===== config.mk =====
export PLATFORM = sky130hd
export DESIGN_NAME = drs_run_stop
export DESIGN_NICKNAME = d
export VERILOG_FILES = /design/src/drs_pkg.sv /design/src/drs_debounce.sv /design/src/drs_timer.sv /design/src/drs_run_stop.sv
export SDC_FILE = /design/constraint.sdc
export NUM_CORES = 1
export LEC_CHECK = 0
export ABC_AREA = 1
export BUFFER_PORTS_ARGS = -buffer_cell sky130_fd_sc_hd__buf_2
export CORE_MARGIN = 4
export CORE_UTILIZATION = 58
export CTS_BUF_LIST = sky130_fd_sc_hd__clkbuf_4 sky130_fd_sc_hd__clkbuf_8
export CTS_CLUSTER_DIAMETER = 60
export DETAILED_ROUTE_END_ITERATION = 16
export PLACE_DENSITY_LB_ADDON = 0.05
export SLEW_MARGIN = 20
export SYNTH_ARGS = -nofsm -noshare
export SYNTH_HDL_FRONTEND = slang
export SYNTH_HIERARCHICAL = 1
export SYNTH_SLANG_ARGS = --single-unit

===== constraint.sdc =====
create_clock -name clock -period 6.4 [get_ports clock]
set_input_delay 0.32 -clock clock [delete_from_list [all_inputs] [get_ports clock]]
set_output_delay 0.32 -clock clock [all_outputs]
set_load 0.01 [all_outputs]

===== src/drs_pkg.sv =====
// Shared constants, types and helpers for the run/stop and power sequencing block
package drs_pkg;
    // ----------------------------------------------------------------
    // Clock and timing
    // ----------------------------------------------------------------
    localparam int CLK_HZ = 40_000_000;
    localparam int INIT_TIME_MS = 200;
    localparam int INIT_CYC = INIT_TIME_MS * (CLK_HZ / 1000);
    localparam int LOSS_TIME_MS = 15;
    localparam int LOSS_CYC = LOSS_TIME_MS * (CLK_HZ / 1000);
    localparam int LONG_TIME_MS = 100;
    localparam int LONG_CYC = LONG_TIME_MS * (CLK_HZ / 1000);
    localparam int BRAKE_UNIT_MS = 100;
    localparam int BRAKE_UNIT_CYC = BRAKE_UNIT_MS * (CLK_HZ / 1000);
    localparam int DEB_TIME_US = 1000;
    localparam int DEB_CYC = DEB_TIME_US * (CLK_HZ / 1_000_000);
    localparam int RAMP_UNIT_US = 1;
    localparam int RAMP_UNIT_CYC = RAMP_UNIT_US * (CLK_HZ / 1_000_000);

    // ----------------------------------------------------------------
    // Widths and field layout
    // ----------------------------------------------------------------
    localparam int SPEED_W = 16;
    localparam int CNT_W = 40;
    localparam int N_ASSIGN = 3;
    localparam int FN_W = 4;
    localparam int MAP_W = N_ASSIGN * FN_W;
    localparam int IN_FWD = 0;
    localparam int IN_REV = 1;
    localparam int IN_SHUT = 2;
    localparam int IN_ASG = 3;
    localparam int IN_W = IN_ASG + N_ASSIGN;

    // Function codes of the assignable inputs
    localparam logic [FN_W-1:0] FN_JOG = 4'h3;
    localparam logic [FN_W-1:0] FN_SHUTOFF = 4'h5;
    localparam logic [FN_W-1:0] FN_HOLD = 4'h6;

    // Restart coasting setting, 0.1 s units; 0 to 5.0 s enables restart
    localparam logic [15:0] RESTART_MAX = 16'h0032;

    typedef enum logic [2:0] {
        ST_INIT = 3'b000,
        ST_IDLE = 3'b001,
        ST_RUN = 3'b011,
        ST_DECEL = 3'b010,
        ST_BRAKE = 3'b110,
        ST_OFF = 3'b111
    } drs_state_type;

    typedef enum logic [1:0] {
        LATCH_NONE = 2'h0,
        LATCH_FWD = 2'h1,
        LATCH_REV = 2'h2
    } drs_latch_type;

    // True when any assignable input mapped to code is closed
    function automatic logic drs_fn_closed(input logic [MAP_W-1:0] map,
                                           input logic [N_ASSIGN-1:0] pins,
                                           input logic [FN_W-1:0] code);
        logic hit;
        hit = 1'b0;
        for (int i = 0; i < N_ASSIGN; i++) begin
            if (map[i*FN_W +: FN_W] == code && pins[i]) begin
                hit = 1'b1;
            end
        end
        return hit;
    endfunction
endpackage


===== src/drs_debounce.sv =====
// Two-flop synchroniser and stability filter for the contact inputs
`timescale 1ns/1ps
module drs_debounce
    import drs_pkg::*;
#(
    parameter int W = IN_W,
    parameter int CYCLES = DEB_CYC
) (
    input wire logic clock,
    input wire logic rstn,
    input wire logic [W-1:0] raw,
    output logic [W-1:0] clean
);
    logic [W-1:0] sync1;
    logic [W-1:0] sync2;
    logic [W-1:0] cand;
    logic [31:0] cnt;
    logic [W-1:0] next_cand;
    logic [31:0] next_cnt;
    logic [W-1:0] next_clean;

    // A level is accepted only after it held for the whole window
    always_comb begin
        next_cand = cand;
        next_cnt = cnt;
        next_clean = clean;
        if (sync2 != cand) begin
            next_cand = sync2;
            next_cnt = 32'h0;
        end else if (cnt >= 32'(CYCLES - 1)) begin
            next_clean = cand;
        end else begin
            next_cnt = cnt + 32'h1;
        end
    end

    always_ff @(posedge clock) begin
        if (!rstn) begin
            sync1 <= '0;
            sync2 <= '0;
            cand <= '0;
            cnt <= 32'h0;
            clean <= '0;
        end else begin
            sync1 <= raw;
            sync2 <= sync1;
            cand <= next_cand;
            cnt <= next_cnt;
            clean <= next_clean;
        end
    end
endmodule


===== src/drs_timer.sv =====
// Loadable down-counter with a registered expiry level
`timescale 1ns/1ps
module drs_timer
    import drs_pkg::*;
(
    input wire logic clock,
    input wire logic rstn,
    input wire logic load,
    input wire logic [CNT_W-1:0] value,
    output logic done
);
    logic [CNT_W-1:0] count;
    logic [CNT_W-1:0] next_count;
    logic next_done;

    always_comb begin
        if (load) begin
            next_count = value;
        end else if (count != '0) begin
            next_count = count - CNT_W'(1);
        end else begin
            next_count = count;
        end
        next_done = !load && (next_count == '0);
    end

    always_ff @(posedge clock) begin
        if (!rstn) begin
            count <= '0;
            done <= 1'b0;
        end else begin
            count <= next_count;
            done <= next_done;
        end
    end
endmodule


===== src/drs_run_stop.sv =====
// Run/stop command, start latch and power sequencing of the drive
//
// Notes on behaviour
// - Start waits out 0.2 s initial reset.
// - Supply lost over 15 ms shuts output.
// - Outage of 100 ms clears protective trip.
// - 15-100 ms outage raises power-fail alarm.
// - Restart setting 0..5 s: restart, no alarm.
// - Long outage restarts if start still on.
// - Outside jog, with zero minimum speed, run only when setpoint reaches start speed.
// - Nonzero minimum speed: start alone ramps there.
// - Stop applies DC brake at or below brake speed.
// - Zero brake time skips DC braking.
// - Two-wire: direction input runs and stops.
// - Two-wire: both inputs or release stops.
// - Hold assigned to an input selects three-wire mode.
// - Three-wire: momentary start is latched.
// - Three-wire: last direction input wins.
// - Three-wire: opposite input reverses directly.
// - Three-wire: opening hold clears, decelerates.
// - Jog closed ignores hold, jog first.
// - Output shutoff resets the start latch.
// - Hold only via assignable input mapping.
// - Contactor off over 0.1 s: full reset.
// - Output shutoff cuts the output at once.
`timescale 1ns/1ps
module drs_run_stop
    import drs_pkg::*;
#(
    parameter int INIT_CYCLES = INIT_CYC,
    parameter int LOSS_CYCLES = LOSS_CYC,
    parameter int LONG_CYCLES = LONG_CYC,
    parameter int BRAKE_UNIT_CYCLES = BRAKE_UNIT_CYC,
    parameter int DEBOUNCE_CYCLES = DEB_CYC
) (
    input wire logic clock,
    input wire logic rstn,
    input wire logic forward_start_input,
    input wire logic reverse_start_input,
    input wire logic output_shutoff_input,
    input wire logic [N_ASSIGN-1:0] assignable_input,
    input wire logic supply_ok,
    input wire logic [SPEED_W-1:0] speed_setpoint,
    input wire logic [SPEED_W-1:0] start_speed_param,
    input wire logic [SPEED_W-1:0] min_speed_param,
    input wire logic [SPEED_W-1:0] jog_speed_param,
    input wire logic [15:0] accel_time_param,
    input wire logic [SPEED_W-1:0] brake_speed_param,
    input wire logic [15:0] brake_time_param,
    input wire logic [15:0] restart_coast_param,
    input wire logic [MAP_W-1:0] terminal_assign_param,
    output logic output_enable,
    output logic reverse_polarity,
    output logic [SPEED_W-1:0] speed_command,
    output logic dc_brake_active,
    output logic power_fail_alarm,
    output logic three_wire_active
);
    // ----------------------------------------------------------------
    // Contact inputs
    // ----------------------------------------------------------------
    logic [IN_W-1:0] raw_in;
    logic [IN_W-1:0] deb_in;
    logic fwd_q;
    logic rev_q;
    logic shut_q;
    logic jog_q;
    logic hold_closed;
    logic hold_assigned;
    logic three_wire;
    logic fwd_prev;
    logic rev_prev;
    logic fwd_rise;
    logic rev_rise;

    assign raw_in = {assignable_input, output_shutoff_input, reverse_start_input,
                     forward_start_input};

    drs_debounce #(.W(IN_W), .CYCLES(DEBOUNCE_CYCLES)) u_debounce (
        .clock(clock),
        .rstn(rstn),
        .raw(raw_in),
        .clean(deb_in)
    );

    assign fwd_q = deb_in[IN_FWD];
    assign rev_q = deb_in[IN_REV];
    assign jog_q = drs_fn_closed(terminal_assign_param, deb_in[IN_ASG +: N_ASSIGN], FN_JOG);
    assign shut_q = deb_in[IN_SHUT] ||
        drs_fn_closed(terminal_assign_param, deb_in[IN_ASG +: N_ASSIGN], FN_SHUTOFF);
    assign hold_closed =
        drs_fn_closed(terminal_assign_param, deb_in[IN_ASG +: N_ASSIGN], FN_HOLD);
    assign hold_assigned = drs_fn_closed(terminal_assign_param, {N_ASSIGN{1'b1}}, FN_HOLD);
    assign three_wire = hold_assigned && !jog_q;
    assign fwd_rise = fwd_q && !fwd_prev;
    assign rev_rise = rev_q && !rev_prev;

    // ----------------------------------------------------------------
    // Supply monitor
    // ----------------------------------------------------------------
    logic [CNT_W-1:0] off_cnt;
    logic [CNT_W-1:0] next_off_cnt;
    logic power_lost;
    logic long_ret;
    logic inst_ret;
    logic restart_ok;
    logic alarm;
    logic next_alarm;

    // Counter saturates at the long-outage mark so it cannot wrap
    always_comb begin
        if (supply_ok) begin
            next_off_cnt = '0;
        end else if (off_cnt < CNT_W'(LONG_CYCLES)) begin
            next_off_cnt = off_cnt + CNT_W'(1);
        end else begin
            next_off_cnt = off_cnt;
        end
    end

    assign power_lost = !supply_ok && off_cnt >= CNT_W'(LOSS_CYCLES);
    assign long_ret = supply_ok && off_cnt >= CNT_W'(LONG_CYCLES);
    assign inst_ret = supply_ok && off_cnt >= CNT_W'(LOSS_CYCLES) && !long_ret;
    assign restart_ok = restart_coast_param <= RESTART_MAX;

    always_comb begin
        next_alarm = alarm;
        if (long_ret) begin
            next_alarm = 1'b0;
        end else if (inst_ret && !restart_ok) begin
            next_alarm = 1'b1;
        end
    end

    // ----------------------------------------------------------------
    // Start latch and run request
    // ----------------------------------------------------------------
    drs_latch_type latch;
    drs_latch_type next_latch;
    logic run_req;
    logic run_rev;
    logic run_ok;
    logic [SPEED_W-1:0] run_target;

    always_comb begin
        next_latch = latch;
        if (shut_q || !three_wire || !hold_closed || long_ret) begin
            next_latch = LATCH_NONE;
        end else begin
            case (latch)
                LATCH_NONE: begin
                    if (fwd_q) begin
                        next_latch = LATCH_FWD;
                    end else if (rev_q) begin
                        next_latch = LATCH_REV;
                    end
                end
                LATCH_FWD: begin
                    if (rev_rise) begin
                        next_latch = LATCH_REV;
                    end
                end
                LATCH_REV: begin
                    if (fwd_rise) begin
                        next_latch = LATCH_FWD;
                    end
                end
                default: begin
                    next_latch = LATCH_NONE;
                end
            endcase
        end
    end

    always_comb begin
        if (three_wire) begin
            run_req = hold_closed && latch != LATCH_NONE;
            run_rev = latch == LATCH_REV;
        end else begin
            run_req = fwd_q ^ rev_q;
            run_rev = rev_q;
        end
        if (jog_q) begin
            run_ok = run_req;
            run_target = jog_speed_param;
        end else begin
            run_ok = run_req &&
                (speed_setpoint >= start_speed_param || min_speed_param != '0);
            run_target = (speed_setpoint > min_speed_param) ? speed_setpoint
                                                           : min_speed_param;
        end
    end

    // ----------------------------------------------------------------
    // Sequencer
    // ----------------------------------------------------------------
    drs_state_type state;
    drs_state_type next_state;
    logic force_off;
    logic at_brake;
    logic init_start;
    logic tmr_load;
    logic tmr_done;
    logic [CNT_W-1:0] tmr_value;

    assign force_off = power_lost || shut_q || alarm || (inst_ret && !restart_ok);
    assign at_brake = speed_command <= brake_speed_param;

    always_comb begin
        next_state = state;
        if (long_ret) begin
            next_state = ST_INIT;
        end else if (force_off) begin
            next_state = ST_OFF;
        end else begin
            case (state)
                ST_INIT: begin
                    if (tmr_done) begin
                        next_state = ST_IDLE;
                    end
                end
                ST_IDLE: begin
                    if (run_ok) begin
                        next_state = ST_RUN;
                    end
                end
                ST_RUN: begin
                    if (!run_ok) begin
                        next_state = ST_DECEL;
                    end
                end
                ST_DECEL: begin
                    if (run_ok) begin
                        next_state = ST_RUN;
                    end else if (at_brake) begin
                        next_state = (brake_time_param != '0) ? ST_BRAKE : ST_IDLE;
                    end
                end
                ST_BRAKE: begin
                    if (tmr_done) begin
                        next_state = ST_IDLE;
                    end
                end
                ST_OFF: begin
                    next_state = ST_IDLE;
                end
                default: begin
                    next_state = ST_INIT;
                end
            endcase
        end
    end

    // One timer serves the initial reset and the braking hold
    always_comb begin
        tmr_load = init_start || long_ret || (state != ST_BRAKE && next_state == ST_BRAKE);
        if (next_state == ST_BRAKE) begin
            tmr_value = CNT_W'(brake_time_param) * CNT_W'(BRAKE_UNIT_CYCLES);
        end else begin
            tmr_value = CNT_W'(INIT_CYCLES);
        end
    end

    drs_timer u_timer (
        .clock(clock),
        .rstn(rstn),
        .load(tmr_load),
        .value(tmr_value),
        .done(tmr_done)
    );

    // ----------------------------------------------------------------
    // Speed ramp and direction
    // ----------------------------------------------------------------
    logic [31:0] ramp_cnt;
    logic [31:0] next_ramp_cnt;
    logic [SPEED_W-1:0] next_speed;
    logic [SPEED_W-1:0] target;
    logic next_rev;
    logic ramp_step;

    always_comb begin
        // Two-wire reversal passes through zero speed; three-wire flips at speed
        if (state == ST_RUN && next_state == ST_RUN &&
            (three_wire || run_rev == reverse_polarity)) begin
            target = run_target;
        end else begin
            target = '0;
        end
        ramp_step = ramp_cnt >= 32'(accel_time_param) * 32'(RAMP_UNIT_CYC);
        next_ramp_cnt = ramp_step ? 32'h0 : ramp_cnt + 32'h1;
        next_speed = speed_command;
        if (next_state != ST_RUN && next_state != ST_DECEL) begin
            next_speed = '0;
        end else if (ramp_step && speed_command < target) begin
            next_speed = speed_command + SPEED_W'(1);
        end else if (ramp_step && speed_command > target) begin
            next_speed = speed_command - SPEED_W'(1);
        end
        next_rev = reverse_polarity;
        if (state == ST_IDLE && next_state == ST_RUN) begin
            next_rev = run_rev;
        end else if (state == ST_RUN && run_rev != reverse_polarity &&
                     (three_wire || speed_command == '0)) begin
            next_rev = run_rev;
        end
    end

    always_ff @(posedge clock) begin
        if (!rstn) begin
            off_cnt <= '0;
            alarm <= 1'b0;
            latch <= LATCH_NONE;
            fwd_prev <= 1'b0;
            rev_prev <= 1'b0;
            state <= ST_INIT;
            init_start <= 1'b1;
            ramp_cnt <= 32'h0;
            speed_command <= '0;
            reverse_polarity <= 1'b0;
            output_enable <= 1'b0;
            dc_brake_active <= 1'b0;
            power_fail_alarm <= 1'b0;
            three_wire_active <= 1'b0;
        end else begin
            off_cnt <= next_off_cnt;
            alarm <= next_alarm;
            latch <= next_latch;
            fwd_prev <= fwd_q;
            rev_prev <= rev_q;
            state <= next_state;
            init_start <= 1'b0;
            ramp_cnt <= next_ramp_cnt;
            speed_command <= next_speed;
            reverse_polarity <= next_rev;
            output_enable <= next_state == ST_RUN || next_state == ST_DECEL ||
                             next_state == ST_BRAKE;
            dc_brake_active <= next_state == ST_BRAKE;
            power_fail_alarm <= next_alarm;
            three_wire_active <= three_wire;
        end
    end
endmodule


==> results of run 1 <==
power groups by stage:
stage / Sequential, mW / Clock [mW] / Combinational [mW]
floorplan: 1.30 / 0 / 1.84
finish: 1.27 / 0.871 / 2.42
CTS: 1.27 / 0.891 / 2.44
global placement: 1.30 / 0 / 2.41
detailed placement: 1.30 / 0 / 2.41
global route: 1.28 / 0.943 / 2.81
metrics by stage:
step / power (mW) / hold WS (ns) / util, %
6_report: 4.56 / 0.0312 / 64.6
3_5_place_dp: 3.71 / 0.396 / 63.2
3_3_place_gp: 3.71 / 0.404 / 63.2
4_1_cts: 4.61 / 0.00491 / 64.6
2_1_floorplan: 3.14 / 0.390 / -
5_1_grt: 5.03 / 0.00606 / 64.6
synthesized netlist by cell type, types with 12 or more instances:
cell / count
nand2_1: 564
nor2_1: 372
inv_1: 369
ha_1: 247
dfxtp_1: 198
a21oi_1: 162
nand3_1: 131
o21ai_0: 90
fa_1: 57
nor3_1: 51
nand4_1: 45
xor2_1: 45
xnor2_1: 29
clkbuf_1: 23
or2_2: 21
inv_2: 19
nand2b_1: 15
nor4_1: 15
nand2_2: 14
o21ai_1: 13
nor2_2: 12
nor2_4: 12
worst max-delay path: cells and delay by family, from the launching register on:
| kind | cells | cell delay, ns |
|---|---|---|
| AOI/OAI and AO/OA | 9 | 1.60 |
| adders and majority gates | 3 | 1.02 |
| buffers and inverters | 1 | 0.11 |
| DFF | 1 | 0.41 |
| and+or+nand+nor | 23 | 2.42 |
worst max path at each step:
stage,start,endpoint,slack [ns],cells after the start
final,speed_command[7]$_SDFFE_PP0P_,speed_command[13]$_SDFFE_PP0P_,0.72,36
after floorplan,accel_time_param[1],speed_command[13]$_SDFFE_PP0P_,1.20,32
after global routing,speed_command[7]$_SDFFE_PP0P_,speed_command[12]$_SDFFE_PP0P_,0.05,36
after CTS,speed_command[7]$_SDFFE_PP0P_,speed_command[13]$_SDFFE_PP0P_,0.64,36
after global placement,accel_time_param[5],speed_command[13]$_SDFFE_PP0P_,0.66,32
after detailed placement,accel_time_param[5],speed_command[13]$_SDFFE_PP0P_,0.39,32
kinds of logic after synthesis:
family                     after synthesis
xor gates and xnor gates                74
AOI/OAI and AO/OA                      322
adders and majority gates              304
and+or+nand+nor                       1302
DFF                                    198
buffers and inverters                  433
other                                    1
registers in the layout, summed over array words and instances, names as in the netlist, 2 cells and up:
signal / flops
u_debounce/cnt: 32
state: 3
ramp_cnt: 32
u_debounce/sync1: 6
u_debounce/sync2: 6
u_debounce/cand: 6
latch: 2
off_cnt: 40
speed_command: 16
u_debounce/clean: 6
u_timer/count: 40
layer usage:
metal / wire length (um) / global-route usage [%] / vias up
li1: - / - / 8813
met1: 20300 / 34.2 / 7860
met2: 21600 / 45.4 / 399
met3: 2210 / 3.53 / 63
met4: 939 / 6.46 / 0
met5: 0 / 0 / -
layout by cell type (no fill, tap or decap), drive strengths merged, types with 6 or more instances in the layout:
master	synthesis	layout
o211ai	6	6
a21oi	169	169
o21ai	103	103
fa	57	57
nor3	59	59
nor4	15	15
a31oi	9	9
nor3b	14	14
buf	21	181
inv	388	396
clkbuf	23	18
a21o	7	7
nand2b	15	15
ha	247	247
xor2	45	45
nand3b	9	9
o21a	8	8
nand4	47	47
or2	25	25
dfxtp	198	198
nor2	396	396
nand3	137	137
nand2	579	579
xnor2	29	29
conb	1	19
final cells by class:
class | instances | area [sq um] | area share [%]
clock buffer | 18 | 248 | 1.25
timing repair buffer | 181 | 936 | 4.73
sequential | 198 | 3960 | 20.0
multi-input combinational | 2021 | 12500 | 63.2
antenna | 1 | 2.50 | 0.0126
clock inverter | 14 | 181 | 0.916
tap | 396 | 495 | 2.50
inverter | 389 | 1460 | 7.38
repair_timing:
action | 4_1_cts | 5_1_grt
hold endpoints to repair | 0 | 0
endpoints found under the setup margin | 0 | 2
resized for setup | 0 | 2
==> summary.md, run 1 <==
| Metric | Value |
|---|---|
| Final period utilization | 88.7% |
| Clock latency on the worst-skew pair | 0.48 ns |
| Fill count | 2,872 |
| Layout net count | 3,261 |
| Fmax achieved | 176 MHz |
| Pre-CTS setup slack | 0.395 ns |
| Worst Setup Start Kind | flop |
| I/O pin total | 170 |
| Syn Inst Count | 2,634 |
| DRC viols | 0 |
| Reg2reg setup slack | 0.72 ns |
| RR Startpoint | speed_command[7]$_SDFFE_PP0P_ |
| Drt total wl | 45.1 mm |
| Final instance area | 19,800 sq um |
| Drt first pass iters | 7 |
| Critical path class | flop to flop |
| Worst VDD drop | 0.000273 V |
| Ys Warns | 6 |
| Crit. End Element | flop |
| Min setup slack post-route | 0.725 ns |
| Initial antenna violation count | 0 |
| Number of global-route vias before repair | 16,061 |
| Die ar. | 34,100 sq um |
| Global-route wire length before repair | 74.4 mm |
| Dpl cell area | 19,400 sq um |
| Slew @ Worst Pin | 0.993 ns |
| Final min period | 5.68 ns |
| Cell Int Power | 2.56 mW |
| Placed insts | 3,185 |
| Fin Setup TNS | 0 ns |
| CTS tree | done |
| Clock share of power | 19.1% |
| Leakage | 9.91 nW |
| Sequential share of power | 27.9% |
| Die width | 185 um |
| Hold WC Path Type | input pin to flop |
| Maximum clock insertion buffer count | 2 |
| FF+latch count, synth | 198 |
| Main synth FF type | dfxtp_1 |
| Crit path DAT | 6.06 ns |
| Clock sinks | 198 |
| DRT iter0 DRCs | 999 |
| Congestion Overflow GR | 0 |
| Outcome | finished, final reports clean |
| WHS Endpoint | u_debounce/sync1[5]$_SDFF_PN0_ |
| Worst hold stages | 3 |
| EDFF count, synth | 0 |
| FF-to-FF End | speed_command[13]$_SDFFE_PP0P_ |
| Initial cell density of the core | 59.1% |
| Mux contribution to synthesized area | 0% |
| Vias per Instance | 5.32 |
| Post-Synth Adder-Cell Area | 23.4% |
| Total track usage | 26.0% |
| Post-Syn Area | 18,100 sq um |
| Distinct cells, synth | 53 |
| Post-Syn Area per Cell | 6.88 sq um |
| Post-synthesis sequential area ratio | 21.9% |
| Fraction of layout instances using a drive strength above 1 | 11.4% |
| Worst path slowest cell | dfxtp_1 |
| Simple-gate share of the synthesized area | 32.0% |
| Max_cap viols | 0 |
| Max H-tree Level | 4 |
| Largest stage delay, worst path | 0.41 ns |
| NetSw | 2.00 mW |
| TritonCTS Buffers | 17 |
| RSZ-0062 raised after global routing | no |
| Root Driver | clkbuf_8 |
| Largest family of logic cells by synthesized area | simple AND/OR/NAND/NOR gates |
| Placer Congestion | 0.967 |
| Final HPWL DP | 37.2 mm |
| Rows | 64 |
| Via Count | 17,135 |
| Clock transition at path regs | 0.13 ns |
| FFs w/ async S/R, synth | 0% |
| Per-cell routed wire length | 14.0 um |
| Compound-Gate Fraction of Synth Area | 9.75% |
| CP Max Fanout | 16 |
| Skew final | 0.0288 ns |
| Final std cells w/o fill | 3,218 |
| PwrDens | 231 nW/um^2 |
| Worst min-delay path startpoint | assignable_input[2] |
| Pin count of the biggest net entering global routing | 38 |
| Core area | 30,700 sq um |
| Area growth from synthesis to layout | 9.33% |
| Pins Over Slew Limit | 0 |
| Hold_buf cts | 0 |
| ANT nets after route | 0 |
| Final Hold Fails | 0 |
| Post-CTS setup buffer count | 0 |
| Synth top area cells | dfxtp_1 (22%), ha_1 (17%), nand2_1 (12%), nor2_1 (7.7%), inv_1 (7.6%) |
| WP data required | 6.79 ns |
| Switching fraction of total power | 43.9% |
| Die height | 185 um |
| Synth area leader | dfxtp_1 |
| Count of final setup violators | 0 |
| Share of the synthesized area in the top cell type | 21.9% |
| Comb power frac | 53.0% |
| Cell mode on critical path | nand2_1 |
| Worst slew margin | 33.6% |
| Synth Area in XOR/XNOR | 3.58% |
| Register-to-Register Path Depth | 36 |
| Port Buffers | 169 |
Power figures use the tool's default switching activity.
==> run 2, diff against run 1 <==
- CTS_BUF_LIST: sky130_fd_sc_hd__clkbuf_4 sky130_fd_sc_hd__clkbuf_8 -> unset
==> summary.md, run 2 (same netlist as run 1, synthesis figures left out) <==
| Metric | Value |
|---|---|
| Initial cell density of the core | 59.1% |
| PwrDens | 241 nW/um^2 |
| Worst Setup Start Kind | flop |
| Area growth from synthesis to layout | 10.4% |
| Congestion Overflow GR | 0 |
| Maximum clock insertion buffer count | 2 |
| Layout net count | 3,261 |
| Final min period | 5.72 ns |
| Cell mode on critical path | nand2_1 |
| Vias per Instance | 5.34 |
| Hold WC Path Type | input pin to flop |
| Biggest regs | off_cnt: 40 flops, u_timer/count: 40 flops |
| RR Startpoint | speed_command[7]$_SDFFE_PP0P_ |
| Final core utilization | 65.2% |
| Core area | 30,700 sq um |
| Count of final setup violators | 0 |
| Cell family with most CP delay | simple AND/OR/NAND/NOR gates |
| Fraction of layout instances using a drive strength above 1 | 11.4% |
| Worst path slowest cell | ha_1 |
| Die ar. | 34,100 sq um |
| Initial antenna violation count | 0 |
| CTS tree | done |
| Via Count | 17,176 |
| Worst slew margin | 33.9% |
| Max_cap viols | 0 |
| Worst min-delay path startpoint | assignable_input[2] |
| Most frequent cells in the layout | nand2_1 (564), nor2_1 (372), inv_1 (369) |
| Worst VDD drop | 0.000274 V |
| Global-route wire length before repair | 74.9 mm |
| Clock sinks | 198 |
| Final HPWL DP | 37.2 mm |
| Most common cell after layout, fill and taps aside | nand2_1 |
| I/O pin total | 170 |
| Setup crit start | speed_command[7]$_SDFFE_PP0P_ |
| Clock latency on the worst-skew pair | 0.45 ns |
| Largest stage delay, worst path | 0.41 ns |
| Final instance area | 20,000 sq um |
| Number of global-route vias before repair | 16,134 |
| Final Hold Fails | 0 |
| DRC viols | 0 |
| Clock transition at path regs | 0.09 ns |
| Die height | 185 um |
| Drt first pass iters | 5 |
| Dpl cell area | 19,400 sq um |
| Total track usage | 26.2% |
| Worst Path Buf+Inv | 1 |
| Root Driver | clkbuf_16 |
| RSZ-0062 raised after global routing | no |
| Outcome | finished, final reports clean |
| Critical path class | flop to flop |
| Skew final | 0.0221 ns |
| Fin Setup TNS | 0 ns |
| Final period utilization | 89.4% |
| Max H-tree Level | 4 |
| ANT nets after route | 0 |
| Fill count | 2,839 |
| Die width | 185 um |
| Slew @ Worst Pin | 0.989 ns |
| Crit path DAT | 6.06 ns |
| CP Max Fanout | 16 |
| Per-cell routed wire length | 14.1 um |
| Hold_buf cts | 0 |
| Pins Over Slew Limit | 0 |
| TritonCTS Buffers | 17 |
| Drt total wl | 45.5 mm |
| Port Buffers | 169 |
| Crit. End Element | flop |
| Rows | 64 |
| Fmax achieved | 175 MHz |
| Leakage | 10.0 nW |
| Placer Congestion | 0.967 |
| Pin count of the biggest net entering global routing | 38 |
| DRT iter0 DRCs | 989 |
| WP data required | 6.74 ns |
-- run 2: through the flow --
| stage | worst slack, ns | total power, mW | std cells | hold slack, ns |
|---|---|---|---|---|
| floorplan | 1.20 | 3.14 | 2652 | 0.390 |
| global route | 0.0649 | 5.29 | 3217 | 0.0626 |
| CTS | 0.631 | 4.87 | 3217 | 0.0516 |
| finish | 0.681 | 4.83 | 3218 | 0.0627 |
| global placement | 0.661 | 3.71 | 3185 | 0.404 |
| detailed placement | 0.395 | 3.71 | 3185 | 0.396 |
-- run 2: final cells by class --
class	instances	area (sq um)	share of cell area, %
Inverter	389	1460	7.31
Tap cell	396	495	2.48
Clock inverter	14	181	0.907
Timing Repair Buffer	181	936	4.68
Clock buffer	18	439	2.20
Sequential cell	198	3960	19.8
Antenna cell	1	2.50	0.0125
Multi-Input combinational cell	2021	12500	62.6
-- run 2: path summary, 6_finish.rpt --
check                                   end  slack (ns)  depth (start not counted)
max reg2reg  speed_command[13]$_SDFFE_PP0P_        0.68                         36
min          u_debounce/sync1[5]$_SDFF_PN0_        0.06                          3
max          speed_command[13]$_SDFFE_PP0P_        0.68                         36
min reg2reg  u_debounce/sync2[1]$_SDFF_PN0_        0.41                          2
-- run 2: per-layer routing --
metal | GRT usage, % | up-vias | wire [um]
met4 | 7.34 | 0 | 980
met3 | 3.20 | 64 | 2300
met5 | 0 | - | 0
li1 | - | 8814 | -
met2 | 45.7 | 415 | 21900
met1 | 34.3 | 7883 | 20300
-- run 2: power by group --
part | switching, mW | internal [mW]
sequential | 0.0197 | 1.25
combinational | 1.49 | 0.930
clock | 0.527 | 0.607
total | 2.04 | 2.79
-- run 2: worst reg2reg max path: cells and delay by family, from the launching register on --
kind                     cells  cell delay (ns)
AND/OR/NAND/NOR             23             2.45
AO/OA/AOI/OAI                9             1.61
adder cells (fa/ha/maj)      3             1.02
flip-flops                   1             0.40
buffers and inverters        1             0.11
-- run 2: repair_timing --
| action | CTS | global route |
|---|---|---|
| setup endpoints to repair | 0 | 2 |
| resized for setup | 0 | 2 |
| buffers inserted | 0 | 0 |
==> run 3, diff against run 2 <==
- GPL_TIMING_DRIVEN: unset -> 0
- SETUP_SLACK_MARGIN: unset -> 0.4
- clock period: 6.4 -> 5.6 ns (I/O delays scaled with it)
==> summary.md, run 3 (same netlist as run 1, synthesis figures left out) <==
| Metric | Value |
|---|---|
| Outcome | finished, final reports clean |
| Global-route wire length before repair | 74.7 mm |
| Total track usage | 26.2% |
| Most common cell after layout, fill and taps aside | nand2_1 |
| Reg2reg setup slack | 0.52 ns |
| Congestion Overflow GR | 0 |
| Skew final | 0.0198 ns |
| Area growth from synthesis to layout | 17.1% |
| Clock transition at path regs | 0.09 ns |
| Final HPWL DP | 37.5 mm |
| Drt total wl | 47.4 mm |
| Leakage | 10.4 nW |
| Min setup slack post-route | 0.518 ns |
| FF-to-FF End | speed_command[12]$_SDFFE_PP0P_ |
| Cell mode on critical path | nand2_1 |
| Register-to-Register Path Depth | 41 |
| Max H-tree Level | 4 |
| Placer Congestion | 1.03 |
| Die width | 185 um |
| Max_cap viols | 0 |
| PwrDens | 286 nW/um^2 |
| Fin Setup TNS | 0 ns |
| Placed insts | 3,217 |
| Count of final setup violators | 0 |
| CTS tree | done |
| Drt first pass iters | 7 |
| DRT iter0 DRCs | 1,144 |
| Fmax achieved | 197 MHz |
| DRC viols | 0 |
| Initial cell density of the core | 59.1% |
| Number of global-route vias before repair | 16,148 |
| WHS Endpoint | u_debounce/sync1[1]$_SDFF_PN0_ |
| Worst VDD drop | 0.000467 V |
| Sequential cell area | 4020 sq um |
| Die height | 185 um |
| Crit. End Element | flop |
| Clock latency on the worst-skew pair | 0.45 ns |
| Pre-CTS setup slack | -0.761 ns |
| Crit path DAT | 5.45 ns |
| Biggest regs | off_cnt: 40 flops, u_timer/count: 40 flops |
| Initial antenna violation count | 1 |
| Most frequent cells in the layout | nand2_1 (545), inv_1 (366), nor2_1 (365) |
| Via Count | 17,552 |
| Fraction of layout instances using a drive strength above 1 | 16.9% |
| Critical path class | flop to flop |
| Root Driver | clkbuf_16 |
| Pins Over Slew Limit | 0 |
| Layout net count | 3,330 |
| CP Max Fanout | 8 |
| Worst hold stages | 3 |
| Core area | 30,700 sq um |
| TritonCTS Buffers | 17 |
| Rows | 64 |
| WP data required | 5.97 ns |
| Per-cell routed wire length | 14.4 um |
| Clock sinks | 198 |
| Worst min-delay path startpoint | reverse_start_input |
| ANT nets after route | 0 |
| Final std cells w/o fill | 3,286 |
| RR Startpoint | speed_command[0]$_SDFFE_PP0P_ |
| Pin count of the biggest net entering global routing | 22 |
| Port Buffers | 169 |
| RSZ-0062 raised after global routing | no |
| Area of the multi-input gates | 13,200 sq um |
| Final min period | 5.08 ns |
| Largest stage delay, worst path | 0.36 ns |
| I/O pin total | 170 |
| Fill count | 2,671 |
| Maximum clock insertion buffer count | 2 |
| Worst path slowest cell | dfxtp_4 |
| Final core utilization | 69.1% |
| Die ar. | 34,100 sq um |
| Final Hold Fails | 0 |
| Hold WC Path Type | input pin to flop |
| Slew @ Worst Pin | 0.653 ns |
| Antenna diodes | 0 |
| Worst slew margin | 56.5% |
| Final period utilization | 90.7% |
| Vias per Instance | 5.34 |
| Worst Setup Start Kind | flop |
## run 3: changes by cell type in the layout (fill, tap and decap cells not counted), sizes merged
cell	previous run	this run
inv	396	395
diode	1	0
buf	181	223
clkinv	5	9
dlygate4sd3	0	1
clkbuf	18	43
bufinv	2	0
## run 3: worst max path at each step
stage,start,end,slack (ns),depth (start not counted)
floorplan,accel_time_param[1],speed_command[13]$_SDFFE_PP0P_,0.44,32
global placement,accel_time_param[4],speed_command[13]$_SDFFE_PP0P_,-0.63,32
detailed placement,accel_time_param[3],speed_command[13]$_SDFFE_PP0P_,-0.76,33
CTS,speed_command[10]$_SDFFE_PP0P_,speed_command[13]$_SDFFE_PP0P_,0.41,35
global route,speed_command[0]$_SDFFE_PP0P_,speed_command[12]$_SDFFE_PP0P_,0.17,39
finish,speed_command[0]$_SDFFE_PP0P_,speed_command[12]$_SDFFE_PP0P_,0.52,41
## run 3: power by group
group	internal (mW)	total, mW	switching (mW)	leakage (nW)
clock network	0.605	1.23	0.621	0.293
logic	1.39	3.39	2.00	8.44
registers	1.43	1.45	0.0224	1.62
## run 3: timing repair
item | 4_1_cts | 5_1_grt
endpoints found under the setup margin | 13 | 10
setup buffers | 2 | 33
resized for setup | 47 | 132
pin swaps | 4 | 61
gates cloned | 0 | 1
hold buffers | 1 | 0
endpoints found under the hold margin | 1 | 0
## run 3: per-layer routing
layer / wire [um] / vias to the layer above / share of wire [%] / global-route usage [%]
li1: - / 8959 / - / -
met1: 20800 / 8034 / 44 / 34.3
met2: 22900 / 464 / 48 / 45.5
met3: 2540 / 95 / 5.4 / 3.41
met4: 1240 / 0 / 2.6 / 7.75
met5: 0 / - / 0 / 0
## run 3: per-stage QoR
stage               area [sq um]  total power, mW  hold WS (ns)
global placement           19500             4.20         0.394
detailed placement         19500             4.25         0.404
global route               21200             6.57        0.0241
floorplan                  18200             3.59         0.378
CTS                        20300             5.60       0.00518
finish                     21200             6.06        0.0266
## run 3: layout make-up
class	count	share of cell area, %
Multi-Input combinational cell	2021	62.4
Timing Repair Buffer	206	5.44
Tap cell	396	2.34
Clock buffer	17	2.01
Buffer	44	1.14
Sequential cell	198	19.0
Inverter	389	6.89
Clock inverter	15	0.832
## run 3: worst max-delay path, delay by kind of cell, from the launching register on
kind            cells  cell delay [ns]
simple gates       24             1.96
compound gates      9             1.39
fa+ha+maj           3             0.74
flops               1             0.36
buf+inv             4             0.36
xor+xnor            1             0.17
